File: config.mk
export PLATFORM = sky130hd
export DESIGN_NAME = fcs_host
export DESIGN_NICKNAME = d
export VERILOG_FILES = /design/src/pkg/fcs_pkg.sv /design/src/pkg/fcs_bus_if.sv /design/src/rtl/fcs_host.sv /design/src/rtl/fcs_cycle_engine.sv
export SDC_FILE = /design/constraint.sdc
export NUM_CORES = 1
export LEC_CHECK = 0
export ABC_AREA = 1
export BUFFER_PORTS_ARGS = -buffer_cell sky130_fd_sc_hd__buf_2
export CORE_MARGIN = 1
export CORE_UTILIZATION = 62
export DETAILED_ROUTE_END_ITERATION = 10
export PLACE_DENSITY = 0.81
export SETUP_SLACK_MARGIN = 0.2
export SYNTH_ARGS = -nofsm -noshare
export SYNTH_HDL_FRONTEND = slang
export SYNTH_SLANG_ARGS = --single-unit
File: constraint.sdc
create_clock -name pclk -period 5.2 [get_ports pclk]
set_input_delay 0.78 -clock pclk [delete_from_list [all_inputs] [get_ports pclk]]
set_output_delay 0.78 -clock pclk [all_outputs]
set_load 0.005 [all_outputs]
File: src/pkg/fcs_pkg.sv
`default_nettype none
package fcs_pkg;
   // flash pin widths
   localparam int ADDR_W = 20;
   localparam int DQ_W = 16;
   // command codes written on the low data byte
   localparam logic [7:0] CMD_UNLOCK1 = 8'haa;
   localparam logic [7:0] CMD_UNLOCK2 = 8'h55;
   localparam logic [7:0] CMD_RESET = 8'hf0;
   localparam logic [7:0] CMD_IDENT = 8'h90;
   localparam logic [7:0] CMD_PROGRAM = 8'ha0;
   localparam logic [7:0] CMD_SETUP_ERASE = 8'h80;
   localparam logic [7:0] CMD_BLOCK_CONFIRM = 8'h30;
   localparam logic [7:0] CMD_CHIP_CONFIRM = 8'h10;
   localparam logic [7:0] CMD_SUSPEND = 8'hb0;
   localparam logic [7:0] CMD_RESUME = 8'h30;
   // unlock addresses for byte-wide and word-wide organisation
   localparam logic [11:0] UNLOCK1_BYTE = 12'haaa;
   localparam logic [11:0] UNLOCK1_WORD = 12'h555;
   localparam logic [11:0] UNLOCK2_BYTE = 12'h555;
   localparam logic [11:0] UNLOCK2_WORD = 12'h2aa;
   // timing, clock is 20 MHz
   localparam int CLK_NS = 50;
   localparam int RESET_WAIT_NS = 10000;
   localparam int SUSPEND_WAIT_NS = 15000;
   localparam int WE_LOW_NS = 100;
   localparam int ACCESS_NS = 100;
   localparam int RESET_WAIT_CYC = (RESET_WAIT_NS + CLK_NS - 1) / CLK_NS;
   localparam int SUSPEND_WAIT_CYC = (SUSPEND_WAIT_NS + CLK_NS - 1) / CLK_NS;
   localparam int WE_LOW_CYC = (WE_LOW_NS + CLK_NS - 1) / CLK_NS;
   localparam int ACCESS_CYC = (ACCESS_NS + CLK_NS - 1) / CLK_NS;
   // register byte offsets
   localparam logic [7:0] REG_CTRL = 8'h00;
   localparam logic [7:0] REG_ADDR = 8'h04;
   localparam logic [7:0] REG_WDATA = 8'h08;
   localparam logic [7:0] REG_CFG = 8'h0c;
   localparam logic [7:0] REG_STATUS = 8'h10;
   localparam logic [7:0] REG_RDATA = 8'h14;
   localparam logic CFG_WORD_RESET = 1'b1;
   // status register bit positions
   localparam int ST_BUSY = 0;
   localparam int ST_ERASE_RUN = 1;
   localparam int ST_SUSPENDED = 2;
   localparam int ST_REFUSED = 3;
   localparam int ST_TOGGLING = 4;
   localparam int ST_ERROR = 5;
   localparam int ST_TIMER = 6;
   // flash status bits on the data lines
   localparam int DATA_POLL_BIT = 7;
   localparam int TOGGLE_BIT = 6;
   localparam int ERROR_FLAG_BIT = 5;
   localparam int ERASE_TIMER_BIT = 3;
   localparam int ALT_TOGGLE_BIT = 2;
   // operations software can start
   typedef enum logic [3:0] {
      OP_RESET, OP_RESET_UNLOCK, OP_IDENT, OP_PROGRAM, OP_BLOCK_ERASE, OP_CHIP_ERASE,
      OP_ADD_BLOCK, OP_SUSPEND, OP_RESUME, OP_READ, OP_POLL
   } fcs_op_t;
   typedef enum logic [1:0] {ADDR_UNLOCK1, ADDR_UNLOCK2, ADDR_USER} fcs_asel_t;
   typedef struct packed {
      logic last;
      logic rd;
      fcs_asel_t asel;
      logic [7:0] cmd;
      logic user_data;
   } fcs_step_t;
endpackage
`default_nettype wire

File: src/pkg/fcs_bus_if.sv
`default_nettype none
interface fcs_bus_if #(parameter int ADDR_W = 20) ();
   logic req;
   logic wr;
   logic [ADDR_W-1:0] addr;
   logic [15:0] wdata;
   logic ack;
   logic [15:0] rdata;
   modport engine(input req, wr, addr, wdata, output ack, rdata);
   modport seq(output req, wr, addr, wdata, input ack, rdata);
endinterface
`default_nettype wire

File: src/rtl/fcs_host.sv
// Functional notes
// unlock with AA at first address, then 55 at second, per width
// single F0 write, optionally after unlock, returns flash to array reads
// after reset issued during an erase, wait 10 us before trusting reads
// flash ignores reset during erase and suspension; host refuses it then
// identification entry is unlock plus 90 at first unlock address
// ident read with both low address bits low gives manufacturer code
// ident read with bit one high gives block protection 01 or 00
// program is unlock, A0 at first address, then target address and data
// address latched on falling strobe, data on rising strobe
// after programming starts, reads return poll, toggle and error bits
// block erase is unlock, 80, unlock, then 30 at a block address
// extra 30 writes before timeout add blocks and restart the timeout
// erase timer bit is 0 during timeout and 1 once erasing
// bad confirm or unlock aborts the erase back to array reads
// while erasing only suspend is accepted; poll and toggle bits report
// failed erase sets error bit; host issues reset to clear controller
// chip erase uses the same sequence with 10 at first unlock address
// single B0 anywhere suspends a block erase and ends the timeout
// toggling stops within 0.1 to 15 us after suspend
// suspended reads of erasing blocks toggle, other blocks give data
// while suspended only resume and program are accepted
// single 30 anywhere resumes a suspended erase
// any invalid sequence returns the flash to array reads
// flash compares command addresses per width, upper lines ignored
`default_nettype none
module fcs_host #(parameter int ADDR_W = fcs_pkg::ADDR_W) (
   input wire logic pclk,
   input wire logic presetn,
   input wire logic psel,
   input wire logic penable,
   input wire logic pwrite,
   input wire logic [7:0] paddr,
   input wire logic [31:0] pwdata,
   output logic [31:0] prdata,
   output logic pready,
   output logic pslverr,
   output logic [ADDR_W-1:0] flash_addr,
   output logic [15:0] flash_dq_out,
   input wire logic [15:0] flash_dq_in,
   output logic flash_dq_drive_n,
   output logic flash_ce_n,
   output logic flash_oe_n,
   output logic flash_we_n,
   output logic flash_byte_n
);
   import fcs_pkg::*;

   if (ADDR_W < 13 || ADDR_W > 32) begin : g_addr_check
      $error("ADDR_W must lie between 13 and 32");
   end

   typedef enum logic [1:0] {S_IDLE, S_ISSUE, S_SETTLE} fcs_st_t;
   typedef struct packed {
      fcs_st_t st;
      fcs_op_t op;
      logic [2:0] idx;
      logic [8:0] cnt;
      logic word_mode;
      logic [ADDR_W-1:0] addr;
      logic [15:0] wdata;
      logic [15:0] rdata;
      logic [15:0] first_rd;
      logic erase_run;
      logic suspended;
      logic erase_seen;
      logic refused;
      logic toggling;
      logic err_flag;
      logic timer_bit;
      logic req;
      logic bwr;
      logic [ADDR_W-1:0] baddr;
      logic [15:0] bwdata;
      logic [31:0] prdata;
      logic pready;
      logic pslverr;
   } fcs_host_t;
   fcs_host_t s, next_s;

   fcs_bus_if #(.ADDR_W(ADDR_W)) bus ();

   // one step of a command sequence: unlock pair, command, user cycle
   function automatic fcs_step_t seq_step(input fcs_op_t op, input logic [2:0] idx);
      fcs_step_t t;
      t = '{last: 1'b1, rd: 1'b0, asel: ADDR_USER, cmd: CMD_RESET, user_data: 1'b0};
      case (op)
         OP_RESET: t.cmd = CMD_RESET;
         OP_ADD_BLOCK: t.cmd = CMD_BLOCK_CONFIRM;
         OP_SUSPEND: t.cmd = CMD_SUSPEND;
         OP_RESUME: t.cmd = CMD_RESUME;
         OP_READ: t.rd = 1'b1;
         OP_POLL: begin
            t.rd = 1'b1;
            t.last = (idx == 3'h1);
         end
         default: begin
            t.last = 1'b0;
            if (op == OP_PROGRAM && idx == 3'h3) begin
               t.user_data = 1'b1;
               t.last = 1'b1;
            end else if (idx == 3'h0 || idx == 3'h3) begin
               t.asel = ADDR_UNLOCK1;
               t.cmd = CMD_UNLOCK1;
            end else if (idx == 3'h1 || idx == 3'h4) begin
               t.asel = ADDR_UNLOCK2;
               t.cmd = CMD_UNLOCK2;
            end else if (idx == 3'h2) begin
               t.asel = ADDR_UNLOCK1;
               t.last = (op == OP_RESET_UNLOCK || op == OP_IDENT);
               case (op)
                  OP_RESET_UNLOCK: t.cmd = CMD_RESET;
                  OP_IDENT: t.cmd = CMD_IDENT;
                  OP_PROGRAM: t.cmd = CMD_PROGRAM;
                  default: t.cmd = CMD_SETUP_ERASE;
               endcase
            end else begin
               t.last = 1'b1;
               t.cmd = (op == OP_CHIP_ERASE) ? CMD_CHIP_CONFIRM : CMD_BLOCK_CONFIRM;
               t.asel = (op == OP_CHIP_ERASE) ? ADDR_UNLOCK1 : ADDR_USER;
            end
         end
      endcase
      return t;
   endfunction

   // unlock address by organisation, user address otherwise
   function automatic logic [ADDR_W-1:0] step_addr(input fcs_asel_t a, input logic word,
                                                   input logic [ADDR_W-1:0] user);
      case (a)
         ADDR_UNLOCK1: return ADDR_W'(word ? UNLOCK1_WORD : UNLOCK1_BYTE);
         ADDR_UNLOCK2: return ADDR_W'(word ? UNLOCK2_WORD : UNLOCK2_BYTE);
         default: return user;
      endcase
   endfunction

   // apb slave, command acceptance and sequence stepping
   always_comb begin
      logic issue;
      logic ok;
      logic apb_wr;
      fcs_step_t cur;
      fcs_step_t nst;
      fcs_op_t req_op;
      issue = 1'b0;
      ok = 1'b0;
      apb_wr = psel && penable && s.pready && pwrite;
      cur = seq_step(s.op, s.idx);
      nst = cur;
      req_op = fcs_op_t'(pwdata[3:0]);
      next_s = s;
      next_s.pready = psel && !penable;
      next_s.pslverr = 1'b0;
      next_s.prdata = 32'h0000_0000;
      if (psel && !penable) begin
         case (paddr)
            REG_CTRL: next_s.prdata = {28'h0000000, s.op};
            REG_ADDR: next_s.prdata = 32'(s.addr);
            REG_WDATA: next_s.prdata = {16'h0000, s.wdata};
            REG_CFG: next_s.prdata = {31'h00000000, s.word_mode};
            REG_STATUS: next_s.prdata = {25'h0000000, s.timer_bit, s.err_flag, s.toggling,
                                         s.refused, s.suspended, s.erase_run,
                                         s.st != S_IDLE};
            REG_RDATA: next_s.prdata = {16'h0000, s.rdata};
            default: next_s.pslverr = 1'b1;
         endcase
      end
      if (apb_wr) begin
         case (paddr)
            REG_ADDR: next_s.addr = pwdata[ADDR_W-1:0];
            REG_WDATA: next_s.wdata = pwdata[15:0];
            REG_CFG: next_s.word_mode = pwdata[0];
            REG_STATUS: if (pwdata[ST_REFUSED]) next_s.refused = 1'b0;
            default: ;
         endcase
      end
      // reset and erase refused during suspension
      // during erase only suspend, extra blocks and status reads
      if (s.suspended) begin
         ok = req_op inside {OP_RESUME, OP_PROGRAM, OP_READ, OP_POLL};
      end else if (s.erase_run) begin
         ok = req_op inside {OP_SUSPEND, OP_ADD_BLOCK, OP_READ, OP_POLL};
      end else begin
         ok = pwdata[3:0] <= 4'(OP_POLL) && req_op != OP_RESUME;
      end
      if (apb_wr && paddr == REG_CTRL) begin
         if (s.st != S_IDLE || !ok) begin
            next_s.refused = 1'b1;
         end else begin
            next_s.op = req_op;
            next_s.idx = 3'h0;
            next_s.st = S_ISSUE;
            issue = 1'b1;
         end
      end
      case (s.st)
         S_IDLE: ;
         S_ISSUE: begin
            if (s.req && bus.ack) begin
               next_s.req = 1'b0;
               if (s.op == OP_POLL && s.idx == 3'h0) next_s.first_rd = bus.rdata;
               if (cur.rd) next_s.rdata = bus.rdata;
               if (!cur.last) begin
                  next_s.idx = s.idx + 3'h1;
                  issue = 1'b1;
               end else begin
                  next_s.st = S_IDLE;
                  case (s.op)
                     // settle after reset that follows an erase
                     OP_RESET, OP_RESET_UNLOCK: begin
                        next_s.err_flag = 1'b0;
                        if (s.erase_seen) begin
                           next_s.erase_seen = 1'b0;
                           next_s.cnt = 9'(RESET_WAIT_CYC - 1);
                           next_s.st = S_SETTLE;
                        end
                     end
                     // erase starts or resumes
                     OP_BLOCK_ERASE, OP_CHIP_ERASE, OP_RESUME, OP_ADD_BLOCK: begin
                        next_s.erase_run = 1'b1;
                        next_s.erase_seen = 1'b1;
                        next_s.suspended = 1'b0;
                     end
                     // suspend, then wait for toggling to stop
                     OP_SUSPEND: begin
                        next_s.suspended = 1'b1;
                        next_s.erase_run = 1'b0;
                        next_s.cnt = 9'(SUSPEND_WAIT_CYC - 1);
                        next_s.st = S_SETTLE;
                     end
                     // two reads decide toggle, error, timer
                     OP_POLL: begin
                        next_s.toggling = s.first_rd[TOGGLE_BIT] ^ bus.rdata[TOGGLE_BIT];
                        next_s.err_flag = bus.rdata[ERROR_FLAG_BIT];
                        next_s.timer_bit = bus.rdata[ERASE_TIMER_BIT];
                        if (s.first_rd[TOGGLE_BIT] == bus.rdata[TOGGLE_BIT]) begin
                           next_s.erase_run = 1'b0;
                        end
                     end
                     default: ;
                  endcase
               end
            end
         end
         S_SETTLE: begin
            if (s.cnt == 9'h000) next_s.st = S_IDLE;
            else next_s.cnt = s.cnt - 9'h001;
         end
         default: next_s.st = S_IDLE;
      endcase
      // load the next flash cycle
      if (issue) begin
         nst = seq_step(next_s.op, next_s.idx);
         next_s.req = 1'b1;
         next_s.bwr = !nst.rd;
         next_s.baddr = step_addr(nst.asel, s.word_mode, next_s.addr);
         next_s.bwdata = nst.user_data ? next_s.wdata : {8'h00, nst.cmd};
      end
   end

   // state register
   always_ff @(posedge pclk or negedge presetn) begin
      if (!presetn) begin
         s <= '0;
         s.word_mode <= CFG_WORD_RESET;
      end else begin
         s <= next_s;
      end
   end

   assign bus.req = s.req;
   assign bus.wr = s.bwr;
   assign bus.addr = s.baddr;
   assign bus.wdata = s.bwdata;
   assign prdata = s.prdata;
   assign pready = s.pready;
   assign pslverr = s.pslverr;
   assign flash_byte_n = s.word_mode;

   fcs_cycle_engine #(.ADDR_W(ADDR_W)) u_engine (
      .pclk(pclk),
      .presetn(presetn),
      .bus(bus),
      .flash_addr(flash_addr),
      .flash_dq_out(flash_dq_out),
      .flash_dq_in(flash_dq_in),
      .flash_dq_drive_n(flash_dq_drive_n),
      .flash_ce_n(flash_ce_n),
      .flash_oe_n(flash_oe_n),
      .flash_we_n(flash_we_n)
   );

   // command cycle checks
   a_unlock_first: assert property (@(posedge pclk) disable iff (!presetn)
      $rose(bus.req) && s.idx == 3'h0 && s.op inside {[OP_RESET_UNLOCK:OP_CHIP_ERASE]}
      |-> bus.wdata == 16'h00aa && bus.addr[11:0] == (s.word_mode ? 12'h555 : 12'haaa))
      else $error("first unlock cycle wrong");
   a_unlock_second: assert property (@(posedge pclk) disable iff (!presetn)
      bus.req && s.idx == 3'h1 && s.op inside {[OP_RESET_UNLOCK:OP_CHIP_ERASE]}
      |-> bus.wdata == 16'h0055 && bus.addr[11:0] == (s.word_mode ? 12'h2aa : 12'h555))
      else $error("second unlock cycle wrong");
   a_reset_single: assert property (@(posedge pclk) disable iff (!presetn)
      bus.req && s.op == OP_RESET |-> bus.wr && bus.wdata == 16'h00f0 && s.idx == 3'h0)
      else $error("reset command wrong");
   a_ident_cmd: assert property (@(posedge pclk) disable iff (!presetn)
      bus.req && s.op == OP_IDENT && s.idx == 3'h2 |-> bus.wdata == 16'h0090)
      else $error("ident command wrong");
   a_program_cmd: assert property (@(posedge pclk) disable iff (!presetn)
      bus.req && s.op == OP_PROGRAM && s.idx == 3'h3 |-> bus.wdata == s.wdata
      && bus.addr == s.addr && $past(s.idx) inside {3'h2, 3'h3})
      else $error("program data cycle wrong");
   a_block_confirm: assert property (@(posedge pclk) disable iff (!presetn)
      bus.req && s.op == OP_BLOCK_ERASE && s.idx == 3'h5 |-> bus.wdata == 16'h0030
      && bus.addr == s.addr)
      else $error("block erase confirm wrong");
   a_chip_confirm: assert property (@(posedge pclk) disable iff (!presetn)
      bus.req && s.op == OP_CHIP_ERASE && s.idx == 3'h5 |-> bus.wdata == 16'h0010)
      else $error("chip erase confirm wrong");
   a_suspend_cmd: assert property (@(posedge pclk) disable iff (!presetn)
      s.st == S_ISSUE && s.op == OP_SUSPEND && bus.ack |=> s.st == S_SETTLE
      && s.cnt == 9'h12b && s.suspended)
      else $error("suspend wait not started");
   a_reset_settle: assert property (@(posedge pclk) disable iff (!presetn)
      s.st == S_SETTLE && s.cnt != 9'h000 |=> s.st == S_SETTLE && s.cnt == $past(s.cnt) - 9'h001)
      else $error("settle wait cut short");
   a_refuse_susp: assert property (@(posedge pclk) disable iff (!presetn)
      psel && penable && pready && pwrite && paddr == 8'h00 && pwdata[3:0] == 4'h0
      && s.suspended |=> s.refused && s.st == $past(s.st))
      else $error("reset accepted while suspended");
   cp_program: cover property (@(posedge pclk) disable iff (!presetn)
      s.op == OP_PROGRAM && s.idx == 3'h3 && bus.ack);
   cp_block_erase: cover property (@(posedge pclk) disable iff (!presetn)
      s.op == OP_BLOCK_ERASE && s.idx == 3'h5 && bus.ack);
   cp_suspend: cover property (@(posedge pclk) disable iff (!presetn)
      s.op == OP_SUSPEND && s.st == S_SETTLE);
   cp_poll_toggle: cover property (@(posedge pclk) disable iff (!presetn)
      $rose(s.toggling));
endmodule
`default_nettype wire

File: src/rtl/fcs_cycle_engine.sv
`default_nettype none
module fcs_cycle_engine #(parameter int ADDR_W = fcs_pkg::ADDR_W) (
   input wire logic pclk,
   input wire logic presetn,
   fcs_bus_if.engine bus,
   output logic [ADDR_W-1:0] flash_addr,
   output logic [15:0] flash_dq_out,
   input wire logic [15:0] flash_dq_in,
   output logic flash_dq_drive_n,
   output logic flash_ce_n,
   output logic flash_oe_n,
   output logic flash_we_n
);
   import fcs_pkg::*;
   typedef enum logic [1:0] {E_IDLE, E_SETUP, E_STROBE, E_RECOVER} fcs_est_t;
   typedef struct packed {
      fcs_est_t st;
      logic [2:0] cnt;
      logic wr;
      logic ce_n;
      logic oe_n;
      logic we_n;
      logic drive_n;
      logic [ADDR_W-1:0] addr;
      logic [15:0] dout;
      logic ack;
      logic [15:0] rdata;
   } fcs_eng_t;
   fcs_eng_t s, next_s;

   // one bus cycle per request, address and data held for the whole strobe
   always_comb begin
      next_s = s;
      next_s.ack = 1'b0;
      case (s.st)
         E_IDLE: begin
            if (bus.req && !s.ack) begin
               next_s.wr = bus.wr;
               next_s.addr = bus.addr;
               next_s.dout = bus.wdata;
               next_s.ce_n = 1'b0;
               next_s.drive_n = !bus.wr;
               next_s.oe_n = bus.wr;
               next_s.st = E_SETUP;
            end
         end
         E_SETUP: begin
            next_s.we_n = !s.wr;
            next_s.cnt = s.wr ? 3'(WE_LOW_CYC - 1) : 3'(ACCESS_CYC - 1);
            next_s.st = E_STROBE;
         end
         E_STROBE: begin
            if (s.cnt != 3'h0) begin
               next_s.cnt = s.cnt - 3'h1;
            end else if (s.wr) begin
               next_s.we_n = 1'b1;
               next_s.st = E_RECOVER;
            end else begin
               next_s.rdata = flash_dq_in;
               next_s.oe_n = 1'b1;
               next_s.ce_n = 1'b1;
               next_s.ack = 1'b1;
               next_s.st = E_IDLE;
            end
         end
         E_RECOVER: begin
            next_s.ce_n = 1'b1;
            next_s.drive_n = 1'b1;
            next_s.ack = 1'b1;
            next_s.st = E_IDLE;
         end
         default: next_s.st = E_IDLE;
      endcase
   end

   // state register
   always_ff @(posedge pclk or negedge presetn) begin
      if (!presetn) begin
         s <= '{st: E_IDLE, cnt: 3'h0, wr: 1'b0, ce_n: 1'b1, oe_n: 1'b1, we_n: 1'b1,
                drive_n: 1'b1, addr: '0, dout: 16'h0000, ack: 1'b0, rdata: 16'h0000};
      end else begin
         s <= next_s;
      end
   end

   assign flash_addr = s.addr;
   assign flash_dq_out = s.dout;
   assign flash_dq_drive_n = s.drive_n;
   assign flash_ce_n = s.ce_n;
   assign flash_oe_n = s.oe_n;
   assign flash_we_n = s.we_n;
   assign bus.ack = s.ack;
   assign bus.rdata = s.rdata;

   // address steady under the strobe, data stays driven past its rising edge
   a_we_pulse_len: assert property (@(posedge pclk) disable iff (!presetn)
      $fell(flash_we_n) |-> !flash_we_n [*2] ##1 (flash_we_n && !flash_dq_drive_n))
      else $error("write strobe width or data hold wrong");
   a_addr_stable_we: assert property (@(posedge pclk) disable iff (!presetn)
      !flash_we_n |-> $stable(flash_addr) && !flash_ce_n && !flash_dq_drive_n)
      else $error("address or data moved under write strobe");
   a_read_no_drive: assert property (@(posedge pclk) disable iff (!presetn)
      !flash_oe_n |-> flash_dq_drive_n && flash_we_n)
      else $error("data driven during read");
   cp_write_cycle: cover property (@(posedge pclk) disable iff (!presetn)
      $rose(flash_we_n) ##1 bus.ack);
endmodule
`default_nettype wire

==> impl_results.md, run 1 <==
- Final design utilization: 70.4%
- Worst path most repeated cell: nand2_4
- Synth Warn #: 0
- CP Launch Type: register
- CTS Root Cell: clkbuf_16
- Multi-input logic area: 3650 um^2
- Maximum vdd drop: 0.344 mV
- Cell breakdown of the critical path: inv_1 -> ha_1 -> inv_1 -> nor2_1 -> nand2_1 -> nand2_2 -> nand3_1 -> nand2_4 -> nand2_4 -> nand2_4 -> nand2_4 -> nand2_4 -> nand2_4 -> nand3_1 -> nand3_4 -> nand2_2 -> nand2_1 -> nor2_1 -> nor2_1
- Row Count: 45
- Drc violations: 0
- Global-route wire length before repair: 34.6 mm
- Crit-path slowest cell: nand2_4
- H-tree levels: 1
- Mapped Cells: 1126
- Met3 GRT Util: 4.62%
- Post-synth top cells: 253 x nand2_1, 197 x dfrtp_1, 125 x inv_1
- Post_cts resized: 0
- Worst Path Max Fanout: 63
- Hold Violations, Final: 0
- RSZ-0062 raised after global routing: no
- Top cell type's share of synthesized area: 49.6%
- IO Pins: 136
- Total power divided by cell area: 341 nW/um^2
- Busiest layer in global routing: met2
- Worst Tran Pin Value: 1.17 ns
- Largest net degree at the start of global routing: 116
- Via count: 7408
- Leak pwr: 5.63 nW
- Final worst path period share: 59.8%
- Initial antenna violation count: 0
- Met1 usage in global routing: 36.0%
- WL/cell: 15.1 um
- Async set-reset flop share out of synthesis: 100%
- Port Buffers: 111
- Hold Crit Class: input pin to async pin
- Die extent in y: 129 um
- Nets: 1246
- Worst path max stage delay: 0.48 ns
- DRT iter0 DRCs: 594
- Post-CTS setup buffer count: 0
- Fmax: 0.321 GHz
- Layout cell share with drive strength beyond 1: 20.4%
- CTS tree: built
- Post-synth top area cell: dfrtp_1
- Register Area: 5060 um^2
- Mean post-synth cell area: 8.83 um^2
- Relative slew slack: 21.6%
- Area grow syn2layout: 9.24%
- Most frequent cell after synthesis: nand2_1
- Crit path time final: 3.11 ns
- Max Slew Vio Count: 0
- CP Buf/Inv Count: 2
- Core area: 15400 um^2
- Clock transition at path regs: 0.06 ns
- Distinct cell type count of the synthesized netlist: 52
- Total chip power: 0.00371 W
- Critical path depth in cells: 19
- CP required: 5.58 ns
- Setup violators final: 0
- Crit end category: register
- Number of synthesized flops with an enable pin: 0
- Final WL: 21.1 mm
- Family with the most delay on the worst path: simple AND/OR/NAND/NOR gates
- Vias in the first global route: 6994
- Chip width: 129 um
- Status: finished clean
- Clock skew: 0.0156 ns
- Reg2Reg Depth: 19
- Met2 GRT Util: 45.1%
- Vias/cell: 5.30
- Flop and latch count out of synthesis: 202
- Clock Sinks: 202
- Fill cell instance count of the final layout: 1174
- Routability Congestion: 0.867
- Final ANT Viol Nets: 0
- Final HPWL DP: 14.7 mm
- Initial Util: 64.4%
- Cts hold-fix bufs: 0
- Predominant post-synthesis flop cell: dfrtp_1
- GR Util All Layers: 26.9%
- Clock Tree Buf Depth: 3
- Grt total ovfl: 0
- Ranking of synthesized cells by area: dfrtp_1 50%, nand2_1 9.6%, buf_4 5.3%
- Pre-antenna DRT Iters: 5
- CTS Buf Count: 21
- MaxCap Viol Count: 0
- Die footprint: 16500 um^2
- Netlist Area Pre-Place: 9940 um^2
- CP arrival: 3.49 ns
- Worst-skew pair later-pin latency: 0.50 ns
- Register area share after synthesis: 50.9%
- Setup tns final: 0 ns
- Setup CP Type: register to register
==> per-stage QoR <==
| step | instances | hold slack, ns | setup slack (ns) | instance area (um^2) |
|---|---|---|---|---|
| 2_1_floorplan | 1137 | 0.443 | 2.61 | 9980 |
| 3_3_place_gp | 1361 | 0.449 | 1.78 | 10100 |
| 3_5_place_dp | 1361 | 0.454 | 1.71 | 10100 |
| 4_1_cts | 1398 | 0.430 | 2.09 | 10900 |
| 5_1_grt | 1398 | 0.481 | 1.85 | 10900 |
| 6_report | 1399 | 0.392 | 2.09 | 10900 |
==> sequential cells by signal, summed over array words and instances (netlist names), 6 cells and up <==
signal and cells:
s 78, bus.wdata 16, u_engine.bus.rdata 16, u_engine.flash_addr 20, u_engine.flash_dq_out 16, prdata 20
u_engine.s 6, bus.addr 20
==> worst register-to-register path, cell delays in order (launching register included) <==
cell and delay (ns):
dfrtp_1 0.47, inv_1 0.18, ha_1 0.16, inv_1 0.04
nor2_1 0.08, nand2_1 0.07, nand2_2 0.05, nand3_1 0.10
nand2_4 0.13, nand2_4 0.09, nand2_4 0.48, nand2_4 0.09
nand2_4 0.13, nand2_4 0.07, nand3_1 0.13, nand3_4 0.28
nand2_2 0.15, nand2_1 0.05, nor2_1 0.18, nor2_1 0.05
==> final timing paths <==
path / start / end / slack [ns]
setup / recovery: s[157]$_DFF_PN0_ / bus.addr[10]$_DFFE_PN0P_ / 2.09
hold / removal: presetn / s[149]$_DFFE_PN0P_ / 0.39
setup reg to reg: s[157]$_DFF_PN0_ / bus.addr[10]$_DFFE_PN0P_ / 2.09
hold reg to reg: u_engine.flash_addr[10]$_DFFE_PN0P_ / u_engine.flash_addr[10]$_DFFE_PN0P_ / 0.46
max in group asynchronous: presetn / s[113]$_DFF_PN0_ / 3.61
min in group pclk: u_engine.flash_addr[10]$_DFFE_PN0P_ / u_engine.flash_addr[10]$_DFFE_PN0P_ / 0.46
==> layer usage <==
layer / up-vias / share of wire, % / routed length [um]
met5: - / 0 / 0
met4: 0 / 2.7 / 568
li1: 3624 / - / -
met1: 3530 / 44 / 9200
met3: 50 / 5.1 / 1070
met2: 204 / 49 / 10300
==> logic make-up after synthesis <==
group / count (synthesis) / synth area share, %
adders and majority gates: 12 / 1.51
other: 1 / 0.0377
DFF: 202 / 50.9
muxes: 15 / 1.64
buffers and inverters: 243 / 12.8
xor gates and xnor gates: 5 / 0.441
and+or+nand+nor: 467 / 22.4
AOI/OAI and AO/OA: 181 / 10.3
==> area by class of cell <==
| type | instances | share of cell area (%) |
|---|---|---|
| clock inverters | 9 | 1.39 |
| diodes | 1 | 0.0230 |
| multi-input cells | 692 | 33.6 |
| inverters | 141 | 4.90 |
| well taps | 211 | 2.43 |
| flip-flops and latches | 202 | 46.6 |
| clock buffers | 28 | 5.54 |
| repair buffers | 115 | 5.47 |
==> where the power goes <==
group | switching, W | leakage, nW | internal, W
sequential | 0.0000392 | 2.58 | 0.00168
combinational | 0.000242 | 2.68 | 0.000128
clock | 0.000608 | 0.370 | 0.00101
==> layout by cell type (no fill, tap or decap), types with 7 or more instances in the layout <==
master,n
nor2_1,96
nand2_1,253
nand2_2,24
nand4_1,15
inv_2,14
nor2_4,7
inv_1,125
buf_2,110
mux2_2,10
o21ai_0,96
nand3_1,30
a21oi_1,36
clkbuf_16,21
dfrtp_1,197
nor3_1,10
nand2_4,15
o21ai_1,7
ha_1,12
a31oi_1,11
conb_1,12
a221oi_1,13
Note: power is estimated with default switching activity, not from simulation.
==> run 2, diff against run 1 <==
--- a/config.mk
+++ b/config.mk
@@ -8,9 +8,9 @@
 export ABC_AREA = 1
 export BUFFER_PORTS_ARGS = -buffer_cell sky130_fd_sc_hd__buf_2
 export CORE_MARGIN = 1
-export CORE_UTILIZATION = 62
+export CORE_UTILIZATION = 58
 export DETAILED_ROUTE_END_ITERATION = 10
-export PLACE_DENSITY = 0.81
+export PLACE_DENSITY = 0.76
 export SETUP_SLACK_MARGIN = 0.2
 export SYNTH_ARGS = -nofsm -noshare
 export SYNTH_HDL_FRONTEND = slang
==> constraint.sdc (replaced) <==
create_clock -name pclk -period 3.2 [get_ports pclk]
set_input_delay 0.48 -clock pclk [delete_from_list [all_inputs] [get_ports pclk]]
set_output_delay 0.48 -clock pclk [all_outputs]
set_load 0.005 [all_outputs]
==> impl_results.md, run 2 (same netlist as run 1, synthesis figures left out) <==
- Status: finished clean
- Drc violations: 0 (unchanged)
- Row Count: 47 (+4.4%)
- Initial antenna violation count: 0 (unchanged)
- Crit end category: register
- Maximum vdd drop: 0.429 mV (+25%)
- Setup CP Type: register to register
- Commonest non-fill, non-tap cell in the layout: nand2_1
- Relative slew slack: 28.5% (+6.9 points)
- GR Util All Layers: 25.2% (-1.7 points)
- Routability Congestion: 0.916 (+5.7%)
- CTS tree: built
- Die extent in y: 133 um (+3.3%)
- Logic pwr share: 10.1% (about the same)
- Clock Tree Buf Depth: 3 (unchanged)
- Cts hold-fix bufs: 0 (unchanged)
- Leak pwr: 5.69 nW (+1.1%)
- Die footprint: 17700 um^2 (+6.8%)
- Reg2reg start: s[157]$_DFF_PN0_
- Initial Util: 59.7% (-4.7 points)
- Post_cts resized: 0 (unchanged)
- Pre-antenna DRT Iters: 5 (unchanged)
- Final WL: 20.9 mm (-0.85%)
- CTS Buf Count: 21 (unchanged)
- Pre-CTS WS: 0.386 ns (-1.33 ns)
- Hold Violations, Final: 0 (unchanged)
- Nets: 1259 (+1.0%)
- Final design utilization: 66.0% (-4.4 points)
- Part of the power in the clock network: 43.4% (-0.3 points)
- Vias in the first global route: 7220 (+3.2%)
- Final HPWL DP: 15.0 mm (+2.2%)
- Core area: 16600 um^2 (+7.9%)
- CP required: 3.58 ns (-2.00 ns)
- Setup WS post-layout: 0.524 ns (-1.56 ns)
- Total chip power: 0.00601 W (+62%)
- Hold Crit Class: input pin to async pin
- Clock skew: 0.0128 ns (-0.00277 ns)
- Max FFs per register: 78 (unchanged)
- Internal: 0.00458 W (+63%)
- Reg2Reg Depth: 18 (-1)
- Setup tns final: 0 ns (unchanged)
- Switching Fraction: 23.8% (-0.20 points)
- WL/cell: 14.7 um (-2.3%)
- RSZ-0062 raised after global routing: no
- Most frequent cells in the layout: 253 x nand2_1, 197 x dfrtp_1, 125 x inv_1
- Setup violators final: 0 (unchanged)
- CP Launch Type: register
- Fmax: 0.374 GHz (+16%)
- Grt total ovfl: 0 (unchanged)
- Chip width: 133 um (+3.3%)
- FF-to-FF End: bus.addr[1]$_DFFE_PN0P_
- Crit path from: s[157]$_DFF_PN0_
- Total power divided by cell area: 547 nW/um^2 (+60%)
- Biggest register: s
- H-tree levels: 1 (unchanged)
- Post-CTS setup buffer count: 0 (unchanged)
- IO Pins: 136 (unchanged)
- Worst Tran Pin Value: 1.07 ns (-0.102 ns)
- R2r setup slk: 0.52 ns (-1.56 ns)
- Clock Sinks: 202 (unchanged)
- MaxCap Viol Count: 0 (unchanged)
- Via count: 7411 (+0.040%)
- Largest net degree at the start of global routing: 79 (-32%)
- Final ANT Viol Nets: 0 (unchanged)
- Layout cell share with drive strength beyond 1: 20.9% (+0.55 points)
- DRT iter0 DRCs: 500 (-16%)
- Worst setup path end: bus.addr[1]$_DFFE_PN0P_
- Crit path time final: 2.68 ns (-0.435 ns)
- N_diodes: 0 (-1)
- Global-route wire length before repair: 35.8 mm (+3.3%)
- Area grow syn2layout: 10.5%
- Worst Path Max Fanout: 7 (-89%)
- Part of the power in registers: 46.4% (about the same)
- Vias/cell: 5.22 (-1.4%)
- Port Buffers: 111 (unchanged)
- Final worst path period share: 83.6% (+24 points)
- Max Slew Vio Count: 0 (unchanged)
- Worst-skew pair later-pin latency: 0.50 ns (about the same)
- CTS Root Cell: clkbuf_16
- Clock transition at path regs: 0.06 ns (about the same)
- Sw Pwr: 0.00143 W (+61%)
- CP arrival: 3.06 ns (-0.43 ns)
-- run 2: cell types whose count changed in the layout (fill, tap and decap cells not counted), sizes merged --
cell,change
diode,-1
clkinv,-2
buf,+13
clkbuf,-1
bufinv,+1
clkinvlp,+1
-- run 2: worst max-delay path, cell delays in order (launching register included) --
cell	delay [ns]
dfrtp_1	0.45
ha_1	0.23
ha_1	0.19
nor3_1	0.21
nand2_2	0.07
nand3_1	0.11
nand2_4	0.10
nand2_4	0.12
nand3_2	0.09
nand2_4	0.11
inv_1	0.06
nand2_1	0.14
nand2_1	0.14
nand2_1	0.12
nand2_2	0.08
nand2_1	0.14
nand2_1	0.08
nand2_1	0.09
nand2_1	0.06
-- run 2: worst min-delay path by stage --
stage	start	endpoint	slack [ns]	cells past startpoint
global route	presetn	u_engine.flash_addr[2]$_DFFE_PN0P_	0.07	1
CTS	presetn	u_engine.flash_addr[2]$_DFFE_PN0P_	0.04	1
floorplan	presetn	bus.addr[0]$_DFFE_PN0P_	0.18	0
global placement	u_engine.flash_dq_out[5]$_DFFE_PN0P_	u_engine.flash_dq_out[5]$_DFFE_PN0P_	0.45	2
detailed placement	u_engine.flash_addr[7]$_DFFE_PN0P_	u_engine.flash_addr[7]$_DFFE_PN0P_	0.45	2
finish	presetn	u_engine.s[57]$_DFFE_PN0P_	0.02	1
-- run 2: routing by layer --
metal | track usage, % | share of wire, %
met5 | 0 | 0
met4 | 6.26 | 1.7
met3 | 3.83 | 5.9
met2 | 40.9 | 47
met1 | 35.6 | 45
-- run 2: power by group through the flow --
stage	Clock [W]	Sequential (W)	Combinational, W
3_3_place_gp	0	0.00283	0.000588
2_1_floorplan	0	0.00282	0.000415
4_1_cts	0.00266	0.00279	0.000621
6_report	0.00261	0.00279	0.000610
3_5_place_dp	0	0.00284	0.000615
5_1_grt	0.00277	0.00281	0.000716
-- run 2: metrics by stage --
step / std cells / cell area, um^2 / hold slack (ns)
floorplan: 1137 / 9980 / 0.184
global placement: 1383 / 10200 / 0.451
detailed placement: 1383 / 10200 / 0.454
CTS: 1419 / 11000 / 0.0423
global route: 1419 / 11000 / 0.0664
finish: 1419 / 11000 / 0.0156
-- run 2: final cells by class --
type	count	area, um^2
Fill cell	1322	5660
Sequential cell	202	5060
Multi-Input combinational cell	692	3650
Timing Repair Buffer	128	729
Clock buffer	27	558
Inverter	141	532
Tap cell	220	275
Clock inverter	9	179
